<file path="src/design/aaf_pkg.sv">
/*
 Shared constants for the converter sequencing and result logic.
 Assumes a 20 MHz clock and 32-bit Avalon-MM words at byte addresses.
*/
package aaf_pkg;
   localparam int          CLK_HZ          = 20_000_000;
   // Register byte offsets
   localparam logic [7:0]  OFS_ACCUM_CFG   = 8'h00;
   localparam logic [7:0]  OFS_TRACK_CFG   = 8'h04;
   localparam logic [7:0]  OFS_POWER_CFG   = 8'h08;
   localparam logic [7:0]  OFS_STATUS      = 8'h0c;
   localparam logic [7:0]  OFS_RESULT      = 8'h10;
   // accumulator_config_reg fields
   localparam int          F_BURST         = 0;
   localparam int          F_PWR_ON        = 1;
   localparam int          F_HIRES         = 2;
   localparam int          F_RPT_LSB       = 4;
   localparam int          F_JST_LSB       = 8;
   localparam int          F_START         = 16;
   // tracking_config_reg fields
   localparam int          F_TRACK_LSB     = 0;
   localparam int          F_SSH           = 6;
   // power_config_reg fields
   localparam int          F_LPM           = 0;
   localparam int          F_MXLP_LSB      = 1;
   localparam int          F_BIAS_LSB      = 4;
   localparam int          F_DIV_LSB       = 8;
   // Status fields
   localparam int          F_DONE          = 0;
   localparam int          F_BUSY          = 1;
   localparam int          F_HIRES_ACT     = 2;
   // Reset values
   localparam logic [10:0] ACCUM_CFG_RST   = 11'h000;
   localparam logic [6:0]  TRACK_CFG_RST   = 7'h00;
   localparam logic [12:0] POWER_CFG_RST   = 13'h0000;
   // Repeat count encodings and counts
   localparam logic [2:0]  RPT_1           = 3'h0;
   localparam logic [2:0]  RPT_4           = 3'h1;
   localparam logic [2:0]  RPT_8           = 3'h2;
   localparam logic [2:0]  RPT_16          = 3'h3;
   localparam logic [2:0]  RPT_32          = 3'h4;
   localparam logic [2:0]  RPT_64          = 3'h5;
   localparam logic [2:0]  JST_LEFT        = 3'h4;
   localparam int          LEFT_SHIFT      = 6;
   localparam logic [6:0]  TRACK_FIRST_SAR = 7'h04;
   localparam logic [6:0]  PWRUP_SAR       = 7'h10;
   localparam logic [11:0] HIRES_MAX       = 12'hffc;
   typedef enum logic [2:0] {
      ST_IDLE, ST_PWRUP, ST_TRACK, ST_CONV
   } aaf_state_t;
endpackage

</file>
<file path="src/design/aaf_acc_if.sv">
/*
 Carrier between sequencer, accumulator and formatter.
 Assumes all three parties run on the same clock.
*/
interface aaf_acc_if;
   logic        clear;
   logic        add;
   logic [9:0]  code;
   logic [15:0] sum;
   logic [2:0]  justify;
   logic [15:0] formatted;
   modport seq (output clear, add, code, justify, input sum, formatted);
   modport acc (input clear, add, code, output sum);
   modport fmt (input sum, justify, output formatted);
endinterface

</file>
<file path="src/design/aaf_top.sv">
/*
 Converter sequencing, accumulation and result formatting with an
 Avalon-MM register slave. Assumes the analog SAR core converts on
 conv_go and raises conv_ready with conv_code stable until the next go.
*/
// Notes on behaviour
// High-res mode at repeat four sums four 10-bit conversions into one 12-bit result.
// Each of the four conversions rotates the largest DAC elements.
// High-res only when enabled, burst on, repeat count four or more.
// High-res result at repeat four peaks at 4092, the sum of four 10-bit codes.
// Any power of two from four to 64 allowed; sixteen gives a 14-bit sum.
// Set-sampling on: track once before a set, hold through four.
// Set-sampling off: track again before each conversion of a set.
// Software wanting top throughput sets set-sampling and keeps power on.
// Software at low rates clears set-sampling and sets track time.
// Result bytes written at completion, justified by the justify field.
// Single 10-bit code: 000 low bits, 100 top bits, rest zero.
// Repeat above one sums the series, updating result only at end.
// Repeat count selects 4, 8, 16, 32 or 64 summed samples.
// Software keeps right justification whenever repeat exceeds one.
// Justify field can shift the 16-bit sum right by one to three.
// Burst mode powers converter and reference off when not busy, unless converter_power_on is set.
// Buffer low-power bit drives common-mode buffer low-power state.
// Bias and mux low-power fields set core and buffer power.
// Done flag sets only after the full repeat count is summed.
// In burst one start runs repeat-count conversions back to back.
// Right shift truncates and fills upper bits with zero.
// Accumulator cleared at the start of every new series.
module aaf_top
   import aaf_pkg::*;
#(
   parameter int CODE_W = 10,
   parameter int ACC_W  = 16
) (
   input  wire logic        clk,
   input  wire logic        rst,
   input  wire logic [7:0]  avs_address,
   input  wire logic        avs_read,
   input  wire logic        avs_write,
   input  wire logic [31:0] avs_writedata,
   output      logic [31:0] avs_readdata,
   output      logic        avs_waitrequest,
   input  wire logic        conv_trigger,
   input  wire logic        conv_ready,
   input  wire logic [9:0]  conv_code,
   output      logic        conv_go,
   output      logic        track_en,
   output      logic [1:0]  ref_level_sel,
   output      logic [1:0]  dem_rotate,
   output      logic        core_power,
   output      logic        ref_power,
   output      logic        buffer_low_power,
   output      logic [2:0]  mux_low_power,
   output      logic [3:0]  core_bias_select,
   output      logic [4:0]  sar_clock_divider
);
   if (CODE_W != 10 || ACC_W != 16) begin : g_chk
      $error("aaf_top supports only a 10-bit code and a 16-bit accumulator");
   end

   aaf_acc_if acc_if ();

   aaf_accum u_accum (
      .clk (clk),
      .rst (rst),
      .acc (acc_if.acc)
   );

   aaf_format u_format (
      .fmt (acc_if.fmt)
   );

   // Configuration
   logic [10:0] accum_cfg_reg;
   logic [6:0]  track_cfg_reg;
   logic [12:0] power_cfg_reg;
   logic        done_flag_reg;
   logic [15:0] result_reg;
   logic        ack_reg;
   logic [31:0] rdata_reg;

   wire       burst_enable       = accum_cfg_reg[F_BURST];
   wire       converter_power_on = accum_cfg_reg[F_PWR_ON];
   wire       hires_enable       = accum_cfg_reg[F_HIRES];
   wire [2:0] repeat_count_select = accum_cfg_reg[F_RPT_LSB +: 3];
   wire [2:0] justify_shift_select = accum_cfg_reg[F_JST_LSB +: 3];
   wire [5:0] burst_track_time   = track_cfg_reg[F_TRACK_LSB +: 6];
   wire       set_sample_hold    = track_cfg_reg[F_SSH];

   // Bus decode
   wire       bus_req   = avs_read | avs_write;
   wire       bus_take  = bus_req & ~ack_reg;
   wire       wr_take   = avs_write & ack_reg;
   wire       sel_accum = avs_address == OFS_ACCUM_CFG;
   wire       sel_track = avs_address == OFS_TRACK_CFG;
   wire       sel_power = avs_address == OFS_POWER_CFG;
   wire       sel_stat  = avs_address == OFS_STATUS;
   wire       sel_res   = avs_address == OFS_RESULT;
   wire       sw_start  = wr_take & sel_accum & avs_writedata[F_START];
   wire       flag_clr  = wr_take & sel_stat & avs_writedata[F_DONE];

   assign avs_waitrequest = bus_req & ~ack_reg;

   // Pin synchronisers
   logic       trig_s1_reg, trig_s2_reg, trig_prev_reg;
   logic       rdy_s1_reg, rdy_s2_reg, rdy_prev_reg;
   logic [9:0] code_s1_reg, code_s2_reg;

   always_ff @(posedge clk or posedge rst) begin
      if (rst) begin
         {trig_s1_reg, trig_s2_reg, trig_prev_reg} <= 3'h0;
         {rdy_s1_reg, rdy_s2_reg, rdy_prev_reg} <= 3'h0;
         code_s1_reg <= 10'h000;
         code_s2_reg <= 10'h000;
      end else begin
         {trig_prev_reg, trig_s2_reg, trig_s1_reg} <= {trig_s2_reg, trig_s1_reg, conv_trigger};
         {rdy_prev_reg, rdy_s2_reg, rdy_s1_reg} <= {rdy_s2_reg, rdy_s1_reg, conv_ready};
         code_s1_reg <= conv_code;
         code_s2_reg <= code_s1_reg;
      end
   end

   wire pin_start  = trig_s2_reg & ~trig_prev_reg;
   wire conv_done  = rdy_s2_reg & ~rdy_prev_reg;

   // SAR clock enable divider
   logic [4:0] div_cnt_reg;
   wire        sar_tick = div_cnt_reg == sar_clock_divider;

   always_ff @(posedge clk or posedge rst) begin
      if (rst)
         div_cnt_reg <= 5'h00;
      else
         div_cnt_reg <= sar_tick ? 5'h00 : div_cnt_reg + 5'h01;
   end

   // Sequencer
   aaf_state_t state_reg, state_next;
   logic [6:0] timer_reg, timer_next;
   logic [6:0] cnt_reg, cnt_next;
   logic [6:0] target;

   always_comb begin
      case (repeat_count_select)
         RPT_4:   target = 7'd4;
         RPT_8:   target = 7'd8;
         RPT_16:  target = 7'd16;
         RPT_32:  target = 7'd32;
         RPT_64:  target = 7'd64;
         default: target = 7'd1;
      endcase
   end

   wire hires_active = hires_enable & burst_enable & (target != 7'd1);
   wire busy         = state_reg != ST_IDLE;
   wire can_start    = ~busy & (burst_enable | converter_power_on);
   wire start        = (sw_start | pin_start) & can_start;
   wire last_conv    = cnt_reg + 7'd1 == target;
   wire series_done  = (state_reg == ST_CONV) & conv_done & last_conv;
   wire [6:0] cnt_inc = cnt_reg + 7'd1;
   // Later conversions of a held set skip tracking entirely
   wire skip_track   = hires_active & set_sample_hold & (cnt_inc[1:0] != 2'h0);
   wire [6:0] later_track = {1'b0, burst_track_time};

   always_comb begin
      state_next = state_reg;
      timer_next = timer_reg;
      cnt_next   = cnt_reg;
      case (state_reg)
         ST_IDLE: begin
            if (start) begin
               if (burst_enable & ~converter_power_on) begin
                  state_next = ST_PWRUP;
                  timer_next = PWRUP_SAR;
               end else begin
                  state_next = ST_TRACK;
                  timer_next = TRACK_FIRST_SAR;
               end
            end
         end
         ST_PWRUP: begin
            if (sar_tick) begin
               if (timer_reg == 7'd0) begin
                  state_next = ST_TRACK;
                  timer_next = TRACK_FIRST_SAR;
               end else
                  timer_next = timer_reg - 7'd1;
            end
         end
         ST_TRACK: begin
            if (sar_tick) begin
               if (timer_reg == 7'd0)
                  state_next = ST_CONV;
               else
                  timer_next = timer_reg - 7'd1;
            end
         end
         ST_CONV: begin
            if (conv_done) begin
               if (last_conv) begin
                  state_next = ST_IDLE;
                  cnt_next   = 7'd0;
               end else begin
                  cnt_next = cnt_inc;
                  if (!burst_enable)
                     state_next = ST_IDLE;
                  else if (skip_track)
                     state_next = ST_CONV;
                  else begin
                     state_next = ST_TRACK;
                     timer_next = later_track;
                  end
               end
            end
         end
         default: state_next = ST_IDLE;
      endcase
   end

   // A held-set conversion restarts the core straight from CONV
   wire go_next = (state_reg == ST_TRACK & state_next == ST_CONV) |
                  (state_reg == ST_CONV & conv_done & ~last_conv & burst_enable & skip_track);

   assign acc_if.clear   = start & (cnt_reg == 7'd0);
   assign acc_if.add     = (state_reg == ST_CONV) & conv_done;
   assign acc_if.code    = code_s2_reg;
   assign acc_if.justify = justify_shift_select;

   logic       go_reg, track_reg, cpwr_reg;
   logic [1:0] step_reg;

   always_ff @(posedge clk or posedge rst) begin
      if (rst) begin
         state_reg <= ST_IDLE;
         timer_reg <= 7'd0;
         cnt_reg   <= 7'd0;
         go_reg    <= 1'b0;
         track_reg <= 1'b0;
         cpwr_reg  <= 1'b0;
         step_reg  <= 2'h0;
      end else begin
         state_reg <= state_next;
         timer_reg <= timer_next;
         cnt_reg   <= cnt_next;
         go_reg    <= go_next;
         track_reg <= state_next == ST_TRACK;
         // Burst holds power only while busy unless kept on
         cpwr_reg  <= converter_power_on | (burst_enable & state_next != ST_IDLE);
         step_reg  <= hires_active ? cnt_next[1:0] : 2'h0;
      end
   end

   assign conv_go       = go_reg;
   assign track_en      = track_reg;
   assign ref_level_sel = step_reg;
   assign dem_rotate    = step_reg;
   assign core_power    = cpwr_reg;
   assign ref_power     = cpwr_reg;

   assign buffer_low_power  = power_cfg_reg[F_LPM];
   assign mux_low_power     = power_cfg_reg[F_MXLP_LSB +: 3];
   assign core_bias_select  = power_cfg_reg[F_BIAS_LSB +: 4];
   assign sar_clock_divider = power_cfg_reg[F_DIV_LSB +: 5];

   // Registers
   always_ff @(posedge clk or posedge rst) begin
      if (rst) begin
         accum_cfg_reg <= ACCUM_CFG_RST;
         track_cfg_reg <= TRACK_CFG_RST;
         power_cfg_reg <= POWER_CFG_RST;
      end else if (wr_take) begin
         if (sel_accum)
            accum_cfg_reg <= avs_writedata[10:0];
         if (sel_track)
            track_cfg_reg <= avs_writedata[6:0];
         if (sel_power)
            power_cfg_reg <= avs_writedata[12:0];
      end
   end

   // Result is sampled one cycle after the final add lands in the sum
   logic res_load_reg;
   always_ff @(posedge clk or posedge rst) begin
      if (rst)
         res_load_reg <= 1'b0;
      else
         res_load_reg <= series_done;
   end

   always_ff @(posedge clk or posedge rst) begin
      if (rst) begin
         result_reg    <= 16'h0000;
         done_flag_reg <= 1'b0;
      end else begin
         if (res_load_reg)
            result_reg <= acc_if.formatted;
         // A completion in the clearing cycle wins
         done_flag_reg <= series_done | (done_flag_reg & ~flag_clr);
      end
   end

   wire [31:0] status_word = {29'h0, hires_active, busy, done_flag_reg};
   wire [31:0] rd_mux = sel_accum ? {21'h0, accum_cfg_reg} :
                        sel_track ? {25'h0, track_cfg_reg} :
                        sel_power ? {19'h0, power_cfg_reg} :
                        sel_stat  ? status_word :
                        sel_res   ? {16'h0, result_reg} : 32'h0;

   always_ff @(posedge clk or posedge rst) begin
      if (rst) begin
         ack_reg   <= 1'b0;
         rdata_reg <= 32'h0;
      end else begin
         ack_reg   <= bus_take;
         rdata_reg <= rd_mux;
      end
   end
   assign avs_readdata = ack_reg ? rdata_reg : 32'h0;
endmodule

</file>
<file path="src/design/aaf_accum.sv">
/*
 16-bit unsigned accumulator of converter codes.
 Assumes clear and add come from the sequencer on the same clock.
*/
module aaf_accum
   import aaf_pkg::*;
(
   input  wire logic clk,
   input  wire logic rst,
   aaf_acc_if.acc    acc
);
   logic [15:0] sum_reg;
   wire  [15:0] base = acc.clear ? 16'h0000 : sum_reg;

   always_ff @(posedge clk or posedge rst) begin
      if (rst)
         sum_reg <= 16'h0000;
      else if (acc.add)
         sum_reg <= base + {6'h00, acc.code};
      else if (acc.clear)
         sum_reg <= 16'h0000;
   end
   assign acc.sum = sum_reg;
endmodule

</file>
<file path="src/design/aaf_format.sv">
/*
 Justification and right-shift of the accumulated sum.
 Assumes the sum and select are stable; output is registered by the user.
*/
module aaf_format
   import aaf_pkg::*;
(
   aaf_acc_if.fmt fmt
);
   // Left justify places the 10-bit field at the top; right shifts drop low bits
   wire [15:0] left_val = {fmt.sum[9:0], 6'h00};
   wire [15:0] shr_val  = fmt.sum >> fmt.justify[1:0];

   assign fmt.formatted = (fmt.justify == JST_LEFT) ? left_val : shr_val;
endmodule

</file>
<file path="config.mk">
export PLATFORM = sky130hd
export DESIGN_NAME = aaf_top
export DESIGN_NICKNAME = d
export VERILOG_FILES = /design/src/design/aaf_pkg.sv /design/src/design/aaf_acc_if.sv /design/src/design/aaf_top.sv /design/src/design/aaf_accum.sv /design/src/design/aaf_format.sv
export SDC_FILE = /design/constraint.sdc
export NUM_CORES = 1
export LEC_CHECK = 0
export BUFFER_PORTS_ARGS = -buffer_cell sky130_fd_sc_hd__clkbuf_2
export CAP_MARGIN = 10
export CELL_PAD_IN_SITES_DETAIL_PLACEMENT = 1
export CELL_PAD_IN_SITES_GLOBAL_PLACEMENT = 2
export CORE_ASPECT_RATIO = 0.75
export CORE_MARGIN = 2
export CORE_UTILIZATION = 32
export DETAILED_ROUTE_END_ITERATION = 7
export MAX_ROUTING_LAYER = met4
export PLACE_DENSITY_LB_ADDON = 0.08
export SLEW_MARGIN = 20
export SYNTH_ARGS = -nofsm -noshare
export SYNTH_HDL_FRONTEND = slang
export SYNTH_SLANG_ARGS = --single-unit
</file>
<file path="constraint.sdc">
create_clock -name clk -period 6.1 [get_ports clk]
set_clock_uncertainty 0.1 [all_clocks]
set_input_delay 1.22 -clock clk [delete_from_list [all_inputs] [get_ports clk]]
set_output_delay 1.22 -clock clk [all_outputs]
set_load 0.005 [all_outputs]
</file>
* Word-level counts from Yosys, hierarchy flattened
Index checks and enable logic that the tools add are counted.
** Storage, ports and cells
- Bits in registers :: 135
- Input bits :: 56
- Output and inout port bits :: 54
** Operators by class
- Add/subtract/negate cells :: 4
- Equality and inequality tests :: 26
- Shift-type cells :: 1
- Muxes and demuxes :: 37
- Bitwise gates (word level) :: 37
- Reductions and logical operators :: 13
** Operator list (count)
- 16-bit 2-to-1 mux :: 9
- 7-bit 2-to-1 mux :: 10
- 7-bit case mux with 5 select lines :: 1
- 7-bit case mux with 4 select lines :: 1
- 1-bit AND :: 24
- 3-bit by 2-bit equality test with 1-bit output (second input constant) :: 6
- 3-bit 2-to-1 mux :: 6
- 16-bit by 10-bit adder with 16-bit output :: 1
- 8-bit by 4-bit equality test with 1-bit output (second input constant) :: 2
- 2-bit != test (second input constant) :: 8
- 16-bit by 2-bit right shift with 16-bit output :: 1
- 7-bit logical NOT :: 2
- 2-bit 2-to-1 mux :: 6
- 3-bit case mux with 4 select lines :: 1
- 5-bit 2-to-1 mux :: 2
- 3-bit equality test (second input constant) :: 3
- 9-bit AND reduction :: 1
- 8-bit by 3-bit equality test with 1-bit output (second input constant) :: 1
- 8-bit by 5-bit equality test with 1-bit output (second input constant) :: 1
- 8-bit logical NOT :: 1
- 2-bit AND reduction :: 4
- 7-bit by 1-bit adder with 7-bit output (second input constant) :: 1
- 7-bit equality test :: 1
- 7-bit by 1-bit != test with 1-bit output (second input constant) :: 1
- other kinds (11) :: 24

* Depth between registers and ports, before layout
Gate-level depths: netlist (run 1).
- Depth in word-level cells :: 14
- Gate-level depth with buffers :: 15
- Mapped depth without buffers :: 14

* Cells and area by module
From an unflattened synthesis (run 1), not the netlist that was laid out.
** Second synthesis, totals
- Cells, all modules :: 660
- Area, all modules :: 7269.5 sq um
** Modules (own cells, without submodules)
- aaf_top :: instances 1, cells each 483, area each 5549.1 sq um
- aaf_accum :: instances 1, cells each 112, area each 1174.9 sq um
- aaf_format :: instances 1, cells each 65, area each 545.5 sq um

* Least setup slack after synthesis (run 1)
OpenSTA, ideal clock, no wires.
- Path kind :: input port to flip-flop
- Start :: in avs_address[1]
- End :: reg u_accum.sum_reg[12], in the netlist u_accum.acc.sum[12]
- Arrival :: 4.233 ns
- Required time :: 5.881 ns
- Path slack :: 1.648 ns
- Stages :: 14
- Buffers on the path :: 0
- Cell sequence :: nor4_1 > a41oi_1 > nor4_2 > nand3_1 > and2_1 > ha_1 > fa_1 > a21oi_1 > o211ai_1 > o41ai_1 > o21a_1 > nor3_1 > xor2_1 > and2_1
** On the way
- Longest elaborated chain between the ends :: 9
** Ends and longest elaborated chain
- start, declared :: RTL line aaf_top.sv:37 : input wire logic [7:0] avs_address,
- 8-bit logical NOT (*) :: RTL line aaf_top.sv:94 : wire sel_accum = avs_address == OFS_ACCUM_CFG;
- 1-bit AND (*) (2 in a row) :: RTL line aaf_top.sv:99 : wire sw_start = wr_take & sel_accum & avs_writedata[F_START];
- 1-bit bitwise OR (*) :: RTL line aaf_top.sv:157 : wire start = (sw_start | pin_start) & can_start;
- 1-bit AND (*) :: RTL line aaf_top.sv:157
- 1-bit AND (*) :: RTL line aaf_top.sv:224 : assign acc_if.clear = start & (cnt_reg == 7'd0);
- 16-bit 2-to-1 mux (*)
- 16-bit by 10-bit adder with 16-bit output :: RTL line aaf_accum.sv:19 : sum_reg <= base + {6'h00, acc.code};
- 16-bit 2-to-1 mux (*) :: RTL line aaf_accum.sv:18 : else if (acc.add)
- end signal, assigned :: RTL line aaf_accum.sv:19
- end, declared :: RTL line aaf_accum.sv:12 : logic [15:0] sum_reg;
Mark *: on every way between the ends. The rest lies on a longest branch, timed or not.
A chain may end at the register's enable or synchronous reset.

* Worst setup path after layout (run 1)
- Start :: in avs_address[4]
- End :: reg u_accum.sum_reg[15], in the netlist u_accum.acc.sum[15]
Same word-level chain as after synthesis.

==> results of run 1 <==
-- power by group through the flow --
stage / Clock, mW / Combinational (mW) / Sequential [mW]
CTS: 1.07 / 0.177 / 0.967
finish: 1.04 / 0.174 / 0.966
global route: 1.11 / 0.199 / 0.972
floorplan: 0 / 0.125 / 0.966
detailed placement: 0 / 0.175 / 0.983
global placement: 0 / 0.170 / 0.981
-- layer usage --
layer / vias to the layer above / global-route usage, % / part of all wire (%)
met5: - / - / 0
met4: 0 / 5.08 / 0.99
met3: 16 / 4.31 / 5.1
met2: 108 / 26.1 / 44
met1: 2550 / 24.2 / 50
li1: 2403 / - / -
-- through the flow --
stage / instance area [um2] / power, mW / hold slack, ns / cells / worst slack, ns
finish: 8050 / 2.18 / 0.246 / 1012 / 1.14
global route: 8050 / 2.28 / 0.256 / 1012 / 0.612
CTS: 8050 / 2.21 / 0.251 / 1012 / 1.14
detailed placement: 7450 / 1.16 / 0.236 / 980 / 0.721
global placement: 7450 / 1.15 / 0.233 / 980 / 0.769
floorplan: 6910 / 1.09 / 0.231 / 657 / 1.17
-- cell usage in the layout (no fill, tap or decap), types with 9 or more instances in the layout --
cell type  instances
nor3_1            10
mux2_2            35
xnor2_1           11
dfrtp_1          135
clkbuf_2          75
ha_1              16
nand2_1           47
a21o_1             9
conb_1            17
xor2_1            11
and2_1            35
o21ai_0           20
nor2_1            49
clkbuf_16         17
mux2i_1           22
a222oi_1           9
a21oi_1           28
nand3_1           14
inv_1             24
-- critical path, stage by stage --
cell and delay, ns:
clkbuf_2 0.15, nor4_1 0.49, a41oi_1 0.39, nor4_2 0.41
nand3_1 0.16, buf_4 0.23, and2_1 0.22, ha_1 0.31
a211oi_1 0.28, o21ai_0 0.20, a21o_1 0.21, a31o_2 0.27
a31o_2 0.29, a41oi_1 0.24, o21a_1 0.16
-- layout make-up --
cell class                 count  area (um2)  area share, %
clock buffer                  21         470           5.84
clock inverter                11         124           1.54
inverter                      26         103           1.27
multi-input combinational    451        3210           39.8
sequential                   135        3380           41.9
tap                          288         360           4.47
timing repair buffer          80         413           5.13
-- cells by family (layout without fill, tap and decap cells) --
group	count (synthesis)	count (layout)	synth area share, %
and+or+nand+nor	201	201	15.1
DFF	135	135	49.3
AOI/OAI and AO/OA	126	126	13.0
buffers and inverters	71	138	4.95
muxes	68	68	11.5
xor gates and xnor gates	22	22	2.81
adders and majority gates	17	17	3.21
other	1	17	0.0547
-- worst paths after layout --
path	startpoint	end	slack, ns	cells after the start
max	avs_address[4]	u_accum.acc.sum[15]	1.14	15
min	code_s1_reg[9]	acc_if.code[9]	0.25	0
max reg2reg	ack_reg	u_accum.acc.sum[15]	1.56	14
min reg2reg	code_s1_reg[9]	acc_if.code[9]	0.25	0
max in group asynchronous	rst	u_accum.acc.sum[11]	3.96	3
min in group asynchronous	rst	timer_reg[6]	0.81	2
==> impl_results.md, run 1 <==
- # port buffers: 75
- Number of max-slew violations in the final report: 0
- DRT antenna net count: 0
- Layout-stage area growth over the synthesis result: 17.6%
- Post-CTS Hold Buffers: 0
- CTS buffer count: 17
- Vias in the first global route: 5228
- Cell types occupying the most area after synthesis: dfrtp_1 49%, mux2_2 5.8%, mux2i_1 3.2%
- Switching Share: between 20% and 30%
- VDD IR max: 138 uV
- Clock transition at the registers of the reported paths: around 0.060 ns
- Slew at the pin closest to its max-slew limit: 0.902 ns
- Post-synth EDFFs: 0
- Final hold violation count: 0
- Die Ht: 131 um
- Count of clock tree sinks: about 140
- Unrepaired setup endpoints after global routing: false
- Final-report setup violation count: 0
- Clk_lat worst skew: 0.43 ns
- Switching power summed over all nets: 555 uW
- Congestion Overflow GR: 0
- Tot GR Track Use: 17.7%
- Initial cell density of the core: between 30% and 40%
- Worst Path Class, Setup: primary input to register
- Number of design rule violations left after detail routing: 0
- Sequential cell area fraction in the yosys report: 49.3%
- Sum of routed wire length over all layers: 18300 um
- Number of violations reported at the end of detailed-routing iteration 0: 219
- Max_slew headroom: 39.9%
- Count of distinct cell types in the synthesized netlist: 70
- Count of nets after finishing: 784
- Max-cap check violation count: 0
- Critical path required time: 6.37 ns
- Leakage power total: about 3.8 nW
- Sort of element at the end of the critical path: register
- Count leader, synth: dfrtp_1
- Cells after synthesis: 641
- Global-route wire length before repair: 29900 um
- Max Root-Sink Buffers: 2
- Via total after detailed routing: slightly above 5000
- Worst hold path type: register to register
- Maximum frequency from static timing analysis: 0.202 GHz
- Std-Cell Rows: 46
- I/O pin count: 110
- Average instance area after synthesis: ~11 um2
- Floorplan die area: around 0.023 mm2
- Layout cell share with drive strength beyond 1: 23.1%
- Maximum number of pins on one net before global-route repair: 90
- Area of the core region: roughly 0.021 mm2
- Logic pwr share: 8.0%
- Most numerous cell types in the synthesized netlist: 135 x dfrtp_1, 49 x nor2_1, 47 x nand2_1
- Util after Layout: 38.2%
- Post-CTS setup buffers: 0
- Share of flip-flops with an asynchronous set or reset: 100%
- PostCTS Resize Cnt: 0
- Final weighted congestion of routability-driven global placement: 0.786
- Antenna diode instance count: 0
- Area of the mapped netlist: ~0.0069 mm2
- Setup TNS after final layout: 0 ns
- Die Width: around 170 um
- Clk network pwr share: 47.7%
- Status: finished clean
- Count of warnings emitted by yosys: 0
- Cell accounting for the most synthesized area: dfrtp_1
- Via/cell ratio: between 5 and 6
- Filler Cells Inserted: between 2000 and 2500
- Antenna violations before repair: 0
- Half-perimeter wire length after placement: 13500 um
- Area share of the leading cell type in the synthesized netlist: roughly half
- CTS tree: yes
- CP startpoint kind: primary input
- Wirelength per Cell: 18.1 um
- Largest driver fanout on the critical path: 16
- Power Internal: approximately 1.6 mW
- Seq pwr share: 44.3%
- Flops & latches, synth: between 100 and 150
- Clock period minus final worst setup slack: around 5.0 ns
- Number of detailed-routing iterations run before antenna repair: 6
- Period utilization: 81.3%
- Dominant synthesized flop cell: dfrtp_1
- Clock tree root buffer cell: clkbuf_16
- Number of H-tree branching levels: 4
- Crit path DAT: 5.23 ns
- Power per cell area: 271 mW/mm2
Note: power is estimated with default switching activity, not from simulation.
==> run 2, diff against run 1 <==
==> constraint.sdc (replaced) <==
create_clock -name clk -period 4.75 [get_ports clk]
set_clock_uncertainty 0.1 [all_clocks]
set_input_delay 0.95 -clock clk [delete_from_list [all_inputs] [get_ports clk]]
set_output_delay 0.95 -clock clk [all_outputs]
set_load 0.005 [all_outputs]
==> run 2 against run 1 <==
Net effect:
- power up 30%
- sequential share of layout area down 0.46 points
- critical endpoint unchanged
- utilization up 0.42 points
- worst hold slack about the same
- via count up 0.33%
- first-iteration DRC count up 11%
- wire length up 0.59%
- die area unchanged
- register-to-register slack worse by 0.84 ns
- flip-flop and latch count unchanged
- largest cell class unchanged
- clock power up 32%
==> impl_results.md, run 2 (synthesized netlist as in run 1, its figures left out) <==
- Status: finished clean
- Final-report setup violation count: 0 (unchanged)
- Period utilization: 91.6%
- Std-Cell Rows: 46 (unchanged)
- Final hold violation count: 0 (unchanged)
- Number of H-tree branching levels: 4 (unchanged)
- Antenna violations before repair: 0 (unchanged)
- Die Ht: 131 um (unchanged)
- CP startpoint kind: primary input
- Congestion Overflow GR: 0 (unchanged)
- Maximum frequency from static timing analysis: 0.230 GHz
- Area of the core region: 0.0211 mm2 (unchanged)
- Logic pwr share: 8.3% (+0.3 points)
- RR Startpoint: ack_reg
- Max_slew headroom: 38.9% (-1.0 points)
- Layout-stage area growth over the synthesis result: 18.9%
- Max Root-Sink Buffers: 2 (unchanged)
- Slew at the pin closest to its max-slew limit: 0.915 ns (+0.0130 ns)
- Setup Slack @ Placement: -0.0842 ns (-0.805 ns)
- Crit path max-delay cell type: nor4_1
- Layout cell share with drive strength beyond 1: 23.9% (+0.88 points)
- Clock period minus final worst setup slack: between 4 and 5 ns
- Cell depth of the worst min-delay path: 0 (unchanged)
- Post-CTS setup buffers: 0 (unchanged)
- Global-route wire length before repair: 29900 um (about the same)
- DRT antenna net count: 0 (unchanged)
- Stages on worst setup path: 15 (unchanged)
- Worst hold path type: register to register
- Worst Setup SP: avs_address[4]
- Crit path DAT: 4.61 ns (-0.62 ns)
- Clk network pwr share: 48.1% (+0.4 points)
- Switching Share: 24.4% (-1.0 points)
- Number of design rule violations left after detail routing: 0 (unchanged)
- Leakage power total: 3.88 nW (+1.7%)
- I/O pin count: 110 (unchanged)
- Vias in the first global route: 5231 (+0.057%)
- Tot GR Track Use: 17.7% (+0.052 points)
- Power Internal: 2.14 mW (+32%)
- Cell chain of the critical path: clkbuf_2 > nor4_1 > a41oi_1 > nor4_2 > nand3_1 > buf_4 > and2_1 > ha_1 > a211oi_1 > o21ai_0 > a21o_1 > a31o_2 > a31o_2 > a41oi_1 > o21a_1
- Max-cap check violation count: 0 (unchanged)
- Final weighted congestion of routability-driven global placement: 0.795 (+1.2%)
- Commonest cells after routing, fill and taps aside: 135 x dfrtp_1, 75 x clkbuf_2, 49 x nor2_1
- PostCTS Resize Cnt: 0 (unchanged)
- Critical path required time: 5.01 ns (-1.36 ns)
- Worst Reg2Reg Path Length in Cells: 15 (+1)
- Most frequent standard cell in the layout excluding fill and tap cells: dfrtp_1
- VDD IR max: 231 uV (+67%)
- Worst Min Path Start: code_s1_reg[5]
- Critical path buffers and inverters: 2 (unchanged)
- CTS tree: yes
- Count of clock tree sinks: 135 (unchanged)
- Half-perimeter wire length after placement: 13600 um (+1.2%)
- Clk_lat worst skew: 0.42 ns (about the same)
- Worst-case setup margin in the final layout: 0.401 ns (-0.741 ns)
- Wirelength per Cell: 18.0 um (-0.49%)
- Worst path max stage delay: 0.37 ns (-0.12 ns)
- Initial cell density of the core: 32.5% (unchanged)
- Total Power Consumption: 2.84 mW (+30%)
- Clock tree root buffer cell: clkbuf_16
- Post-CTS Hold Buffers: 0 (unchanged)
- # port buffers: 75 (unchanged)
- Number of detailed-routing iterations run before antenna repair: 7 (+1)
- Maximum number of pins on one net before global-route repair: 79 (-12%)
- Worst Path Class, Setup: primary input to register
- Kind of cell adding the most delay to the critical path: compound AO/OA/AOI/OAI gates
- Number of max-slew violations in the final report: 0 (unchanged)
- Die Width: 173 um (unchanged)
- Clock transition at the registers of the reported paths: 0.06 ns (about the same)
- CTS buffer count: 17 (unchanged)
- Power per cell area: 348 mW/mm2 (+29%)
- Unrepaired setup endpoints after global routing: false
- Sort of element at the end of the critical path: register
- Count of nets after finishing: 795 (+1.4%)
- Via total after detailed routing: 5094 (+0.33%)
- Antenna diode instance count: 0 (unchanged)
- Sum of routed wire length over all layers: 18400 um (+0.59%)
- Seq pwr share: 43.6% (-0.7 points)
- Floorplan die area: 0.0226 mm2 (unchanged)
- Switching power summed over all nets: 692 uW (+25%)
- Via/cell ratio: 4.98 (-0.74%)
- Number of violations reported at the end of detailed-routing iteration 0: 242 (+11%)
- Largest driver fanout on the critical path: 4 (-12)
[run 2: power groups by stage]
stage	registers, mW	clock network, mW	logic [mW]
detailed placement	1.26	0	0.237
global placement	1.25	0	0.229
floorplan	1.24	0	0.160
global route	1.24	1.46	0.265
finish	1.24	1.37	0.235
CTS	1.24	1.40	0.240
[run 2: path summary, 6_finish.rpt]
| check | slack (ns) | to |
|---|---|---|
| max | 0.40 | u_accum.acc.sum[15] |
| min | 0.25 | acc_if.code[5] |
| max reg2reg | 0.72 | u_accum.acc.sum[15] |
| min reg2reg | 0.25 | acc_if.code[5] |
| max in group asynchronous | 3.06 | result_reg[8] |
| min in group asynchronous | 0.55 | timer_reg[6] |
[run 2: routing by layer]
layer | track usage [%] | vias to the layer above | share of wire, %
li1 | - | 2419 | -
met3 | 4.31 | 11 | 4.0
met5 | - | - | 0
met1 | 25.2 | 2566 | 52
met4 | 4.04 | 0 | 0.69
met2 | 25.6 | 98 | 43
[run 2: stage by stage]
step | std cells | hold slack, ns | area (um2) | util [%] | TNS [ns]
global placement | 991 | 0.233 | 7540 | 35.8 | -0.0994
finish | 1023 | 0.246 | 8140 | 38.7 | 0
floorplan | 657 | 0.231 | 6910 | - | 0
global route | 1023 | 0.256 | 8140 | 38.7 | 0
detailed placement | 991 | 0.236 | 7540 | 35.8 | -0.245
CTS | 1023 | 0.249 | 8140 | 38.6 | 0
[run 2: worst reg2reg max path: stages, from the launching register on]
cell      delay, ns
dfrtp_1        0.32
buf_4          0.20
and2_0         0.21
a41oi_1        0.29
nor4_2         0.34
nand3_1        0.16
buf_4          0.18
and2_1         0.20
ha_1           0.31
a211oi_1       0.29
o21ai_0        0.19
a21o_1         0.22
a31o_2         0.27
a31o_2         0.28
a41oi_1        0.25
o21a_1         0.16
[run 2: layout make-up]
class / count / area (um2)
well taps: 288 / 360
clock inverters: 9 / 123
repair buffers: 91 / 495
clock buffers: 23 / 478
fillers: 2393 / 12900
flip-flops and latches: 135 / 3380
multi-input cells: 451 / 3210
inverters: 26 / 103
